## src/hw/wdt_pkg.sv

```systemverilog
/*
  Shared constants and types for the watchdog timer control block: register
  offsets, field positions, reset values, counts and the bus carrier structs.
  Assumes a 32-bit AXI4-Lite register bus with byte addresses.
*/
package wdt_pkg;

  // ------------------------------------------------------------------
  // register map
  // ------------------------------------------------------------------
  localparam int ADDR_W = 8;
  localparam logic [7:0] OFS_CTRL = 8'h00; // watchdog_control
  localparam logic [7:0] OFS_STATUS = 8'h04; // sticky events, read clears
  localparam logic [7:0] OFS_MASK = 8'h08; // interrupt mask
  localparam logic [7:0] OFS_RSTFLAG = 8'h0C; // watchdog_reset_flag
  localparam logic [7:0] OFS_KICK = 8'h10; // any write restarts the count

  // ------------------------------------------------------------------
  // field positions
  // ------------------------------------------------------------------
  localparam int CTRL_SEL_LO = 0; // timeout_period_select[2:0] at 2:0
  localparam int CTRL_EN = 3; // watchdog_enable
  localparam int CTRL_UNLOCK = 4; // change_unlock
  localparam int CTRL_SEL_HI = 5; // timeout_period_select[3]
  localparam int CTRL_IRQEN = 6; // timeout_irq_enable
  localparam int ST_TMO_IRQ = 0; // time-out raised an interrupt
  localparam int ST_TMO_RST = 1; // time-out raised a system reset

  // ------------------------------------------------------------------
  // values and counts
  // ------------------------------------------------------------------
  localparam logic [2:0] UNLOCK_CYCLES = 3'h4; // unlock lifetime, mclk
  localparam logic [3:0] SEL_MAX = 4'h9; // highest valid period code
  localparam int TIMEOUT_BASE_DEF = 2048; // osc cycles at code 0
  localparam int CNT_W = 21; // holds 2048 << 9
  localparam logic [1:0] SAFETY_L1 = 2'h1;
  localparam logic [1:0] SAFETY_L2 = 2'h2;
  localparam logic [1:0] RESP_OKAY = 2'h0;
  localparam logic [1:0] RESP_SLVERR = 2'h2;

  // ------------------------------------------------------------------
  // bus carriers
  // ------------------------------------------------------------------
  typedef struct packed {
    logic awvalid;
    logic [31:0] awaddr;
    logic wvalid;
    logic [31:0] wdata;
    logic [3:0] wstrb;
    logic bready;
    logic arvalid;
    logic [31:0] araddr;
    logic rready;
  } axil_req_t;

  typedef struct packed {
    logic awready;
    logic wready;
    logic bvalid;
    logic [1:0] bresp;
    logic arready;
    logic rvalid;
    logic [31:0] rdata;
    logic [1:0] rresp;
  } axil_rsp_t;

  // ------------------------------------------------------------------
  // complete block state
  // ------------------------------------------------------------------
  typedef struct packed {
    logic [2:0] oscSync;
    logic oscLvl;
    logic [CNT_W-1:0] cnt;
    logic en;
    logic irqEn;
    logic unlock;
    logic [2:0] unlockCnt;
    logic [3:0] sel;
    logic rstFlag;
    logic [1:0] status;
    logic [1:0] mask;
    logic irq;
    logic rstPulse;
    logic awHeld;
    logic [ADDR_W-1:0] awAddr;
    logic wHeld;
    logic [31:0] wData;
    logic [3:0] wStrb;
    logic bvalid;
    logic [1:0] bresp;
    logic rvalid;
    logic [31:0] rdata;
    logic [1:0] rresp;
  } state_t;

  localparam state_t STATE_RST = '0; // everything idle, watchdog stopped

endpackage

```

## src/hw/watchdog_timer_control.sv

```systemverilog
/*
  Watchdog timer control: counts rising edges of a free-running watchdog oscillator
  up to a selectable time-out and then raises an interrupt, a system reset
  request, or an interrupt followed by a reset. Software reaches the control
  register over AXI4-Lite. Assumes the oscillator pin is asynchronous to mclk
  and the safety level is a static configuration input on the mclk domain.

*/
`timescale 1ns/1ps

module watchdog_timer_control #(
  parameter int TIMEOUT_BASE = wdt_pkg::TIMEOUT_BASE_DEF
) (
  input wire logic mclk, // system clock, 40 MHz
  input wire logic nrst, // synchronous reset, active low
  input wire wdt_pkg::axil_req_t busReq, // AXI4-Lite master to slave
  output wdt_pkg::axil_rsp_t busRsp, // AXI4-Lite slave to master
  input wire logic wdtOscPin, // watchdog oscillator, asynchronous
  input wire logic [1:0] safetyLevel, // 0 none, 1 level 1, 2 level 2
  output logic irq, // level, unmasked status set
  output logic sysResetReq, // one-cycle system reset request
  output logic wdtRunning // timer counting
);
  import wdt_pkg::*;

  state_t s_q;
  state_t s_d;
  logic oscTick;
  logic running;
  logic timeout;
  logic ctrlWr;
  logic doWrite;
  logic doRead;
  logic [CNT_W-1:0] limit;
  logic [3:0] wrSel;
  logic [7:0] rdAddr;
  logic [1:0] stSet;

  // ------------------------------------------------------------------
  // bus handshakes and outputs
  // ------------------------------------------------------------------

  // ready while the holding slot is free and no response is pending
  assign busRsp.awready = !s_q.awHeld && !s_q.bvalid;
  assign busRsp.wready = !s_q.wHeld && !s_q.bvalid;
  assign busRsp.bvalid = s_q.bvalid;
  assign busRsp.bresp = s_q.bresp;
  assign busRsp.arready = !s_q.rvalid;
  assign busRsp.rvalid = s_q.rvalid;
  assign busRsp.rdata = s_q.rdata;
  assign busRsp.rresp = s_q.rresp;
  assign irq = s_q.irq;
  assign sysResetReq = s_q.rstPulse;
  assign wdtRunning = s_q.en || s_q.irqEn;

  // ------------------------------------------------------------------
  // next-state logic
  // ------------------------------------------------------------------

  // time-out length for the held period code
  assign limit = CNT_W'(TIMEOUT_BASE) << s_q.sel;

  always_comb begin
    s_d = s_q;
    s_d.rstPulse = 1'b0;
    stSet = 2'h0;
    wrSel = 4'h0;
    rdAddr = busReq.araddr[ADDR_W-1:0];

    // oscillator pin: three stages, a rising edge counts once stages 2 and 3 agree
    s_d.oscSync = {s_q.oscSync[1:0], wdtOscPin};
    if (s_q.oscSync[1] == s_q.oscSync[2]) begin
      s_d.oscLvl = s_q.oscSync[2];
    end
    oscTick = (s_q.oscSync[1] == s_q.oscSync[2]) && s_q.oscSync[2] &&
      !s_q.oscLvl;

    // time-out counter; stopped when both action bits are clear
    running = s_q.en || s_q.irqEn;
    timeout = 1'b0;
    if (!running) begin
      s_d.cnt = '0;
    end else if (oscTick) begin
      if (s_q.cnt == limit - CNT_W'(1)) begin
        s_d.cnt = '0;
        timeout = 1'b1;
      end else begin
        s_d.cnt = s_q.cnt + CNT_W'(1);
      end
    end

    // unlock lifetime countdown
    if (s_q.unlockCnt != 3'h0) begin
      s_d.unlockCnt = s_q.unlockCnt - 3'h1;
      if (s_q.unlockCnt == 3'h1) begin
        s_d.unlock = 1'b0;
      end
    end

    // write address and data are taken in either order
    if (busReq.awvalid && busRsp.awready) begin
      s_d.awHeld = 1'b1;
      s_d.awAddr = busReq.awaddr[ADDR_W-1:0];
    end
    if (busReq.wvalid && busRsp.wready) begin
      s_d.wHeld = 1'b1;
      s_d.wData = busReq.wdata;
      s_d.wStrb = busReq.wstrb;
    end
    if (s_q.bvalid && busReq.bready) begin
      s_d.bvalid = 1'b0;
    end

    // perform the write once both halves are held
    doWrite = s_q.awHeld && s_q.wHeld && !s_q.bvalid;
    ctrlWr = doWrite && (s_q.awAddr == OFS_CTRL) && s_q.wStrb[0];
    if (doWrite) begin
      s_d.awHeld = 1'b0;
      s_d.wHeld = 1'b0;
      s_d.bvalid = 1'b1;
      s_d.bresp = RESP_OKAY;
      case (s_q.awAddr)
        OFS_CTRL: begin
          if (s_q.wStrb[0]) begin
            s_d.irqEn = s_q.wData[CTRL_IRQEN];
            // enabling is free, disabling needs the unlock
            if (s_q.wData[CTRL_EN]) begin
              s_d.en = 1'b1;
            end else if (s_q.unlock) begin
              s_d.en = 1'b0;
            end
            // period code, reserved codes clamp to the top valid code
            wrSel = {s_q.wData[CTRL_SEL_HI],
              s_q.wData[CTRL_SEL_LO+2:CTRL_SEL_LO]};
            if (wrSel > SEL_MAX) begin
              wrSel = SEL_MAX;
            end
            if (s_q.unlock && (wrSel != s_q.sel)) begin
              s_d.sel = wrSel;
              s_d.cnt = '0;
            end
            if (s_q.wData[CTRL_UNLOCK]) begin
              s_d.unlock = 1'b1;
              s_d.unlockCnt = UNLOCK_CYCLES;
            end
          end
        end
        OFS_STATUS: begin
        end
        OFS_MASK: begin
          if (s_q.wStrb[0]) begin
            s_d.mask = s_q.wData[1:0];
          end
        end
        OFS_RSTFLAG: begin
          if (s_q.wStrb[0] && !s_q.wData[0]) begin
            s_d.rstFlag = 1'b0;
          end
        end
        OFS_KICK: begin
          s_d.cnt = '0;
        end
        default: begin
          s_d.bresp = RESP_SLVERR;
        end
      endcase
    end

    // read channel: one read at a time, answer in the next cycle
    if (s_q.rvalid && busReq.rready) begin
      s_d.rvalid = 1'b0;
    end
    doRead = busReq.arvalid && busRsp.arready;
    if (doRead) begin
      s_d.rvalid = 1'b1;
      s_d.rresp = RESP_OKAY;
      s_d.rdata = 32'h0;
      case (rdAddr)
        OFS_CTRL: begin
          s_d.rdata[CTRL_SEL_LO+2:CTRL_SEL_LO] = s_q.sel[2:0];
          s_d.rdata[CTRL_EN] = s_q.en;
          s_d.rdata[CTRL_UNLOCK] = s_q.unlock;
          s_d.rdata[CTRL_SEL_HI] = s_q.sel[3];
          s_d.rdata[CTRL_IRQEN] = s_q.irqEn;
        end
        OFS_STATUS: begin
          s_d.rdata[1:0] = s_q.status;
          s_d.status = 2'h0; // read clears; new events below win
        end
        OFS_MASK: begin
          s_d.rdata[1:0] = s_q.mask;
        end
        OFS_RSTFLAG: begin
          s_d.rdata[0] = s_q.rstFlag;
        end
        OFS_KICK: begin
        end
        default: begin
          s_d.rresp = RESP_SLVERR;
        end
      endcase
    end

    // time-out action chosen from the pair held before this cycle
    if (timeout) begin
      if (s_q.irqEn) begin
        stSet[ST_TMO_IRQ] = 1'b1;
        if (s_q.en) begin
          s_d.irqEn = 1'b0;
        end
      end else if (s_q.en) begin
        s_d.rstPulse = 1'b1;
        s_d.rstFlag = 1'b1;
        stSet[ST_TMO_RST] = 1'b1;
      end
    end

    // safety overrides keep the watchdog enabled
    if (safetyLevel == SAFETY_L2) begin
      s_d.en = 1'b1;
    end
    if ((safetyLevel == SAFETY_L1) && s_d.rstFlag) begin
      s_d.en = 1'b1;
    end

    // sticky status, set wins over the read clear
    s_d.status = s_d.status | stSet;
    s_d.irq = |(s_d.status & s_d.mask);
  end

  // ------------------------------------------------------------------
  // state register
  // ------------------------------------------------------------------

  // single register for the whole state
  always_ff @(posedge mclk) begin
    if (!nrst) begin
      s_q <= STATE_RST;
    end else begin
      s_q <= s_d;
    end
  end
endmodule

```

## config.mk

```make
export PLATFORM = sky130hd
export DESIGN_NAME = watchdog_timer_control
export DESIGN_NICKNAME = d
export VERILOG_FILES = /design/src/hw/wdt_pkg.sv /design/src/hw/watchdog_timer_control.sv
export SDC_FILE = /design/constraint.sdc
export NUM_CORES = 1
export LEC_CHECK = 0
export ABC_AREA = 1
export ABC_CLOCK_PERIOD_IN_PS = 1900
export BUFFER_PORTS_ARGS = -buffer_cell sky130_fd_sc_hd__buf_2
export CORE_ASPECT_RATIO = 1.1
export CORE_UTILIZATION = 44
export DETAILED_ROUTE_END_ITERATION = 10
export PLACE_DENSITY = 0.82
export SYNTH_ARGS = -nofsm -noshare
export SYNTH_HDL_FRONTEND = slang
export SYNTH_SLANG_ARGS = --single-unit
```

## constraint.sdc

```tcl
create_clock -name mclk -period 1.9 [get_ports mclk]
set_input_delay 0.285 -clock mclk [delete_from_list [all_inputs] [get_ports mclk]]
set_output_delay 0.285 -clock mclk [all_outputs]
set_load 0.05 [all_outputs]
```

# Yosys cells after proc, flatten, opt, wreduce, memory -nomap -nowiden
# Cells that the tools add are included.
[totals]
latch_bits = 0
ramBits = 0
rom_bits = 0
memories = 0
ff_bits = 73
inputBits = 110
out_inout_bits = 44
elab_cells = 131
[op_classes]
eq_ne = 14
shift = 1
muxes = 49
reduce_logical = 37
multipliers = 0
bitwise = 3
div_mod_pow = 0
add_sub_neg = 3
order_cmp = 1
[ops]
columns = ["op", "count"]
rows = [
  ["21-bit 2-to-1 mux", 4],
  ["21-bit case mux with 2 select lines", 1],
  ["35-bit 2-to-1 mux", 1],
  ["8-bit by 4-bit equality test with 1-bit output (second input constant)", 4],
  ["32-bit 2-to-1 mux", 1],
  ["31-bit 2-to-1 mux", 1],
  ["4-bit 2-to-1 mux", 7],
  ["21-bit by 1-bit adder with 21-bit output (second input constant)", 1],
  ["21-bit equality test", 1],
  ["1-bit 2-to-1 mux", 21],
  ["12-bit by 4-bit << shifter with 21-bit output (first input constant)", 1],
  ["21-bit by 1-bit subtractor with 21-bit output (second input constant)", 1],
  ["8-bit by 3-bit equality test with 1-bit output (second input constant)", 2],
  ["8-bit by 5-bit equality test with 1-bit output (second input constant)", 2],
  ["8-bit logical NOT", 2],
  ["2-bit 2-to-1 mux", 8],
  ["1-bit logical AND", 14],
  ["3-bit nonzero test", 4],
  ["10-bit 2-to-1 mux", 1],
  ["5-bit OR reduction", 2],
  ["4-bit AND reduction", 2],
  ["1-bit logical NOT", 6],
  ["5-bit 2-to-1 mux", 1],
  ["4-bit greater-than comparator (second input constant)", 1],
  ["other kinds (17)", 19],
]

# Logic depth before layout (Yosys ltp)
[logic_depth]
word_depth = 17
depth_mapped = 17
depth_no_buf = 16

# Worst setup path before layout
# OpenSTA, ideal clock, no wires.
[synth_timing]
path_type = "reg-to-reg"
start = "reg s_q[94] in the netlist's numbering"
end = "reg s_q[120] in the netlist's numbering"
synth_period_minus_slack_ns = 1.945
arrival_ns = 1.833
setup_slack_ns = -0.045
path_stages_with_launch = 16
path_buffers = 2
required_ns = 1.788
setup_ns = 0.112
cell_sequence = "dfxtp_1 buf_4 nor2_2 nand2_1 ha_1 nand2_1 nand2_1 nor2_1 nand2_1 nor2_1 nand3_1 nor2_2 nor2_2 nand2_2 buf_6 nor2_1"
[synth_via]
elab_chain_cells = 10
elab_cells_between_ends = 12
classes_between = "add/sub (1); eq/ne (2); shift (1); mux (7); reduce/logical (1)"
[synth_rtl]
columns = ["element", "line", "rtl"]
rows = [
  ["start, declared", "watchdog_timer_control.sv:26", "state_t s_q;"],
  ["start signal, assigned", "watchdog_timer_control.sv:238", "s_q <= STATE_RST;"],
  ["start signal, assigned", "watchdog_timer_control.sv:240", "s_q <= s_d;"],
  ["12-bit by 4-bit << shifter with 21-bit output", "watchdog_timer_control.sv:61", "assign limit = CNT_W'(TIMEOUT_BASE) << s_q.sel;"],
  ["21-bit by 1-bit subtractor with 21-bit output", "watchdog_timer_control.sv:84", "if (s_q.cnt == limit - CNT_W'(1)) begin"],
  ["21-bit equality test", "watchdog_timer_control.sv:84", ""],
  ["21-bit 2-to-1 mux", "watchdog_timer_control.sv:84", ""],
  ["21-bit 2-to-1 mux", "watchdog_timer_control.sv:83", "end else if (oscTick) begin"],
  ["21-bit 2-to-1 mux", "watchdog_timer_control.sv:81", "if (!running) begin"],
  ["21-bit 2-to-1 mux", "watchdog_timer_control.sv:138", "if (s_q.unlock && (wrSel != s_q.sel)) begin"],
  ["31-bit 2-to-1 mux", "watchdog_timer_control.sv:124", "if (s_q.wStrb[0]) begin"],
  ["21-bit case mux with 2 select lines", "watchdog_timer_control.sv:122", "case (s_q.awAddr)"],
  ["32-bit 2-to-1 mux (*)", "watchdog_timer_control.sv:117", "if (doWrite) begin"],
]
# Mark *: on every way between the ends. The rest lies on a longest branch, timed or not. The select of a mux whose other input is x is not followed.
# A chain may end at the register's enable or synchronous reset.

# Worst setup path after layout
[layout_timing]
start = "reg s_q[92] in the netlist's numbering"
end = "reg s_q[116] in the netlist's numbering"
# The elaborated chain is that of the path after synthesis.

==> impl_metrics.json <==
{
  "dr.pass1.iters": 5,
  "drc": 0,
  "dp_hpwl_um": 6050,
  "final_common_cell": "nand2_1",
  "drive_gt1_share_pct": 20.2,
  "holdWs_ps": 123,
  "port_buffers": 50,
  "core_um2": 8410,
  "cts_buffers": 9,
  "power_frac_seq_pct": 45.1,
  "wl_per_cell_um": 11.5,
  "yosysUniqueCellTypes": 30,
  "rows": 35,
  "leakage_uw": 0.00215,
  "setup_tns_ps": -2310,
  "finalCriticalPeriod_ps": 2000,
  "hp-start": "wdtOscPin",
  "antenna_found_initial": 0,
  "pwr-share-comb_pct": 17.9,
  "wl_um": 8600,
  "design_area_um2": 4540,
  "clkLatencyLatePin_ps": 350,
  "avgSynthCellArea_um2": 6.72,
  "outcome": "complete, but fails checks",
  "vias_per_cell": 4.85,
  "synthCells": 568,
  "synth_warnings": 0,
  "clock-sinks": 71,
  "first_iter_violations": 239,
  "vias": 3610,
  "die_h_um": 99.7,
  "maxCapViolations": 0,
  "placed_area_um2": 4110,
  "tightest_slew_ps": 512,
  "p_int_uw": 2500,
  "finalSetupViolCount": 27,
  "antenna_left": 0,
  "hold_viol": 0,
  "slew_viol_final": 0,
  "cts_hold_buf": 0,
  "critPathCaptureType": "flip-flop",
  "worst-path-max-fanout": 10,
  "peakVddDrop_mv": 0.632,
  "violations": "negative setup slack",
  "area_growth_pct": 19.0,
  "crit_start": "s_q[92]",
  "p_switching_uw": 1110,
  "pwr-share-clk_pct": 37.0,
  "ctsHtreeMaxLevel": 3,
  "cts_tree": "done",
  "total_power_uw": 3610,
  "place_ws_ps": -164,
  "antenna_cells": 0,
  "dieWidth_um": 90.8,
  "critPathArrivalTime_ps": 2250,
  "fin_worst_skew_ps": 11.1,
  "cp-start-kind": "flip-flop",
  "grt_usage_pct": 19.2,
  "switching_share_pct": 30.7,
  "fmax_mhz": 500,
  "maxSlewHeadroom_pct": 65.8,
  "grt_overflow": 0,
  "fin_crit_sh_pct": 105,
  "finalNetCount": 745,
  "grt_max_degree": 18,
  "synth_seq_cells": 71,
  "most-common-layout-cells": "nand2_1, nor2_1, inv_1, dfxtp_1, buf_2",
  "hp-class": "in2reg",
  "r2r_cells": 15,
  "hold_depth": 3,
  "die-area_um2": 9050,
  "postLayoutSetupSlackWorst_ps": -100,
  "critPathKind": "reg2reg",
  "first_global_vias": 3350,
  "seq_area_frac_synth_pct": 37.3,
  "ios": 154,
  "syn-cell-area_um2": 3810,
  "grt_pass1_wl_um": 14100,
  "start_util_pct": 45.4,
  "required_ps": 2140,
  "power-per-cell-area_nw_per_um2": 795,
  "rsz0062_at_grt": "yes",
  "finalWeightedCongestion": 0.851,
  "cts-root-buf": "clkbuf_8",
  "clk_transition_reported_paths_ps": 80,
  "clockBufferDepth": 2,
  "r2r_start": "s_q[92]"
}
## kinds of logic after synthesis
family,synth area share [%]
AO/OA/AOI/OAI,10.7
XOR/XNOR,4.59
adder cells (fa/ha/maj),1.97
buffers and inverters,16.8
flip-flops,37.3
multiplexers,0.262
other,0.0983
AND/OR/NAND/NOR,28.3
## final timing paths
path / to / slack [ps]
worst max-delay path: s_q[116] / -100
worst min-delay path: s_d[124] / 120
worst max register to register: s_q[116] / -100
worst min register to register: s_d[125] / 420
## cells in the mapped netlist, drive strengths merged
master | instances | area share [%]
a211oi | 2 | 0.39
a21oi | 34 | 4.5
a22oi | 1 | 0.20
and2 | 1 | 0.16
buf | 42 | 8.5
clkbuf | 8 | 0.79
conb | 1 | 0.098
dfxtp | 71 | 37
ha | 6 | 2.0
inv | 77 | 7.6
mux2i | 1 | 0.26
nand2 | 124 | 12
nand3 | 27 | 3.5
nand3b | 1 | 0.20
nand4 | 7 | 1.1
nor2 | 95 | 9.6
nor3 | 7 | 0.92
nor4 | 3 | 0.49
o2111ai | 1 | 0.23
o211ai | 1 | 0.20
o21a | 1 | 0.20
o21ai | 35 | 4.6
o22ai | 1 | 0.16
o311ai | 1 | 0.23
xnor2 | 3 | 0.69
xor2 | 17 | 3.9
## timing repair
| action | 4_1_cts | 5_1_grt |
|---|---|---|
| gates cloned | 2 | 0 |
| resized for setup | 29 | 12 |
| setup buffers | 2 | 1 |
| endpoints found under the setup margin | 27 | 30 |
| pin swaps | 7 | 3 |
## critical path, stage by stage, from the launching register on
cell	delay, ps
dfxtp_4	370
nor2_4	120
nand3_2	100
ha_4	290
inv_2	30
nand2_1	50
nand2_1	40
nor2_1	80
nand2_1	50
nor2_1	100
nand3_1	110
nor2_4	160
nor2_4	60
nand2_4	130
buf_16	150
nor2_1	40
## metrics by stage
step | util (%) | cells
after floorplan | - | 594
after global placement | 48.9 | 724
after detailed placement | 48.9 | 724
after CTS | 53.4 | 744
after global routing | 54.0 | 745
final | 54.0 | 745
## cell type report
type                    count  area [um2]
inverters                  77         289
multi-input cells         396        1980
fillers                   766        3870
flip-flops and latches     71        1430
clock inverters             7        95.1
well taps                 111         139
repair buffers             74         487
clock buffers               9         124
## metal layers
layer	up-vias	part of all wire [%]	global-route usage, %	wire [um]
li1	1840	-	-	-
met1	1616	41	21.5	3550
met2	132	51	33.9	4350
met3	22	5.6	5.05	479
met4	0	2.6	9.28	221
met5	-	0	0	0
## power groups by stage
stage / clock network, uW / logic, uW / registers (uW)
2_1_floorplan: 0 / 564 / 1650
3_3_place_gp: 0 / 598 / 1650
3_5_place_dp: 0 / 619 / 1660
4_1_cts: 1350 / 642 / 1620
5_1_grt: 1420 / 724 / 1630
6_report: 1330 / 645 / 1630
## registers in the layout (all words and copies together) (netlist names)
name / flops
sysResetReq: 1
irq: 1
busRsp: 11
s_d: 2
s_q: 56
Power figures use the tool's default switching activity.
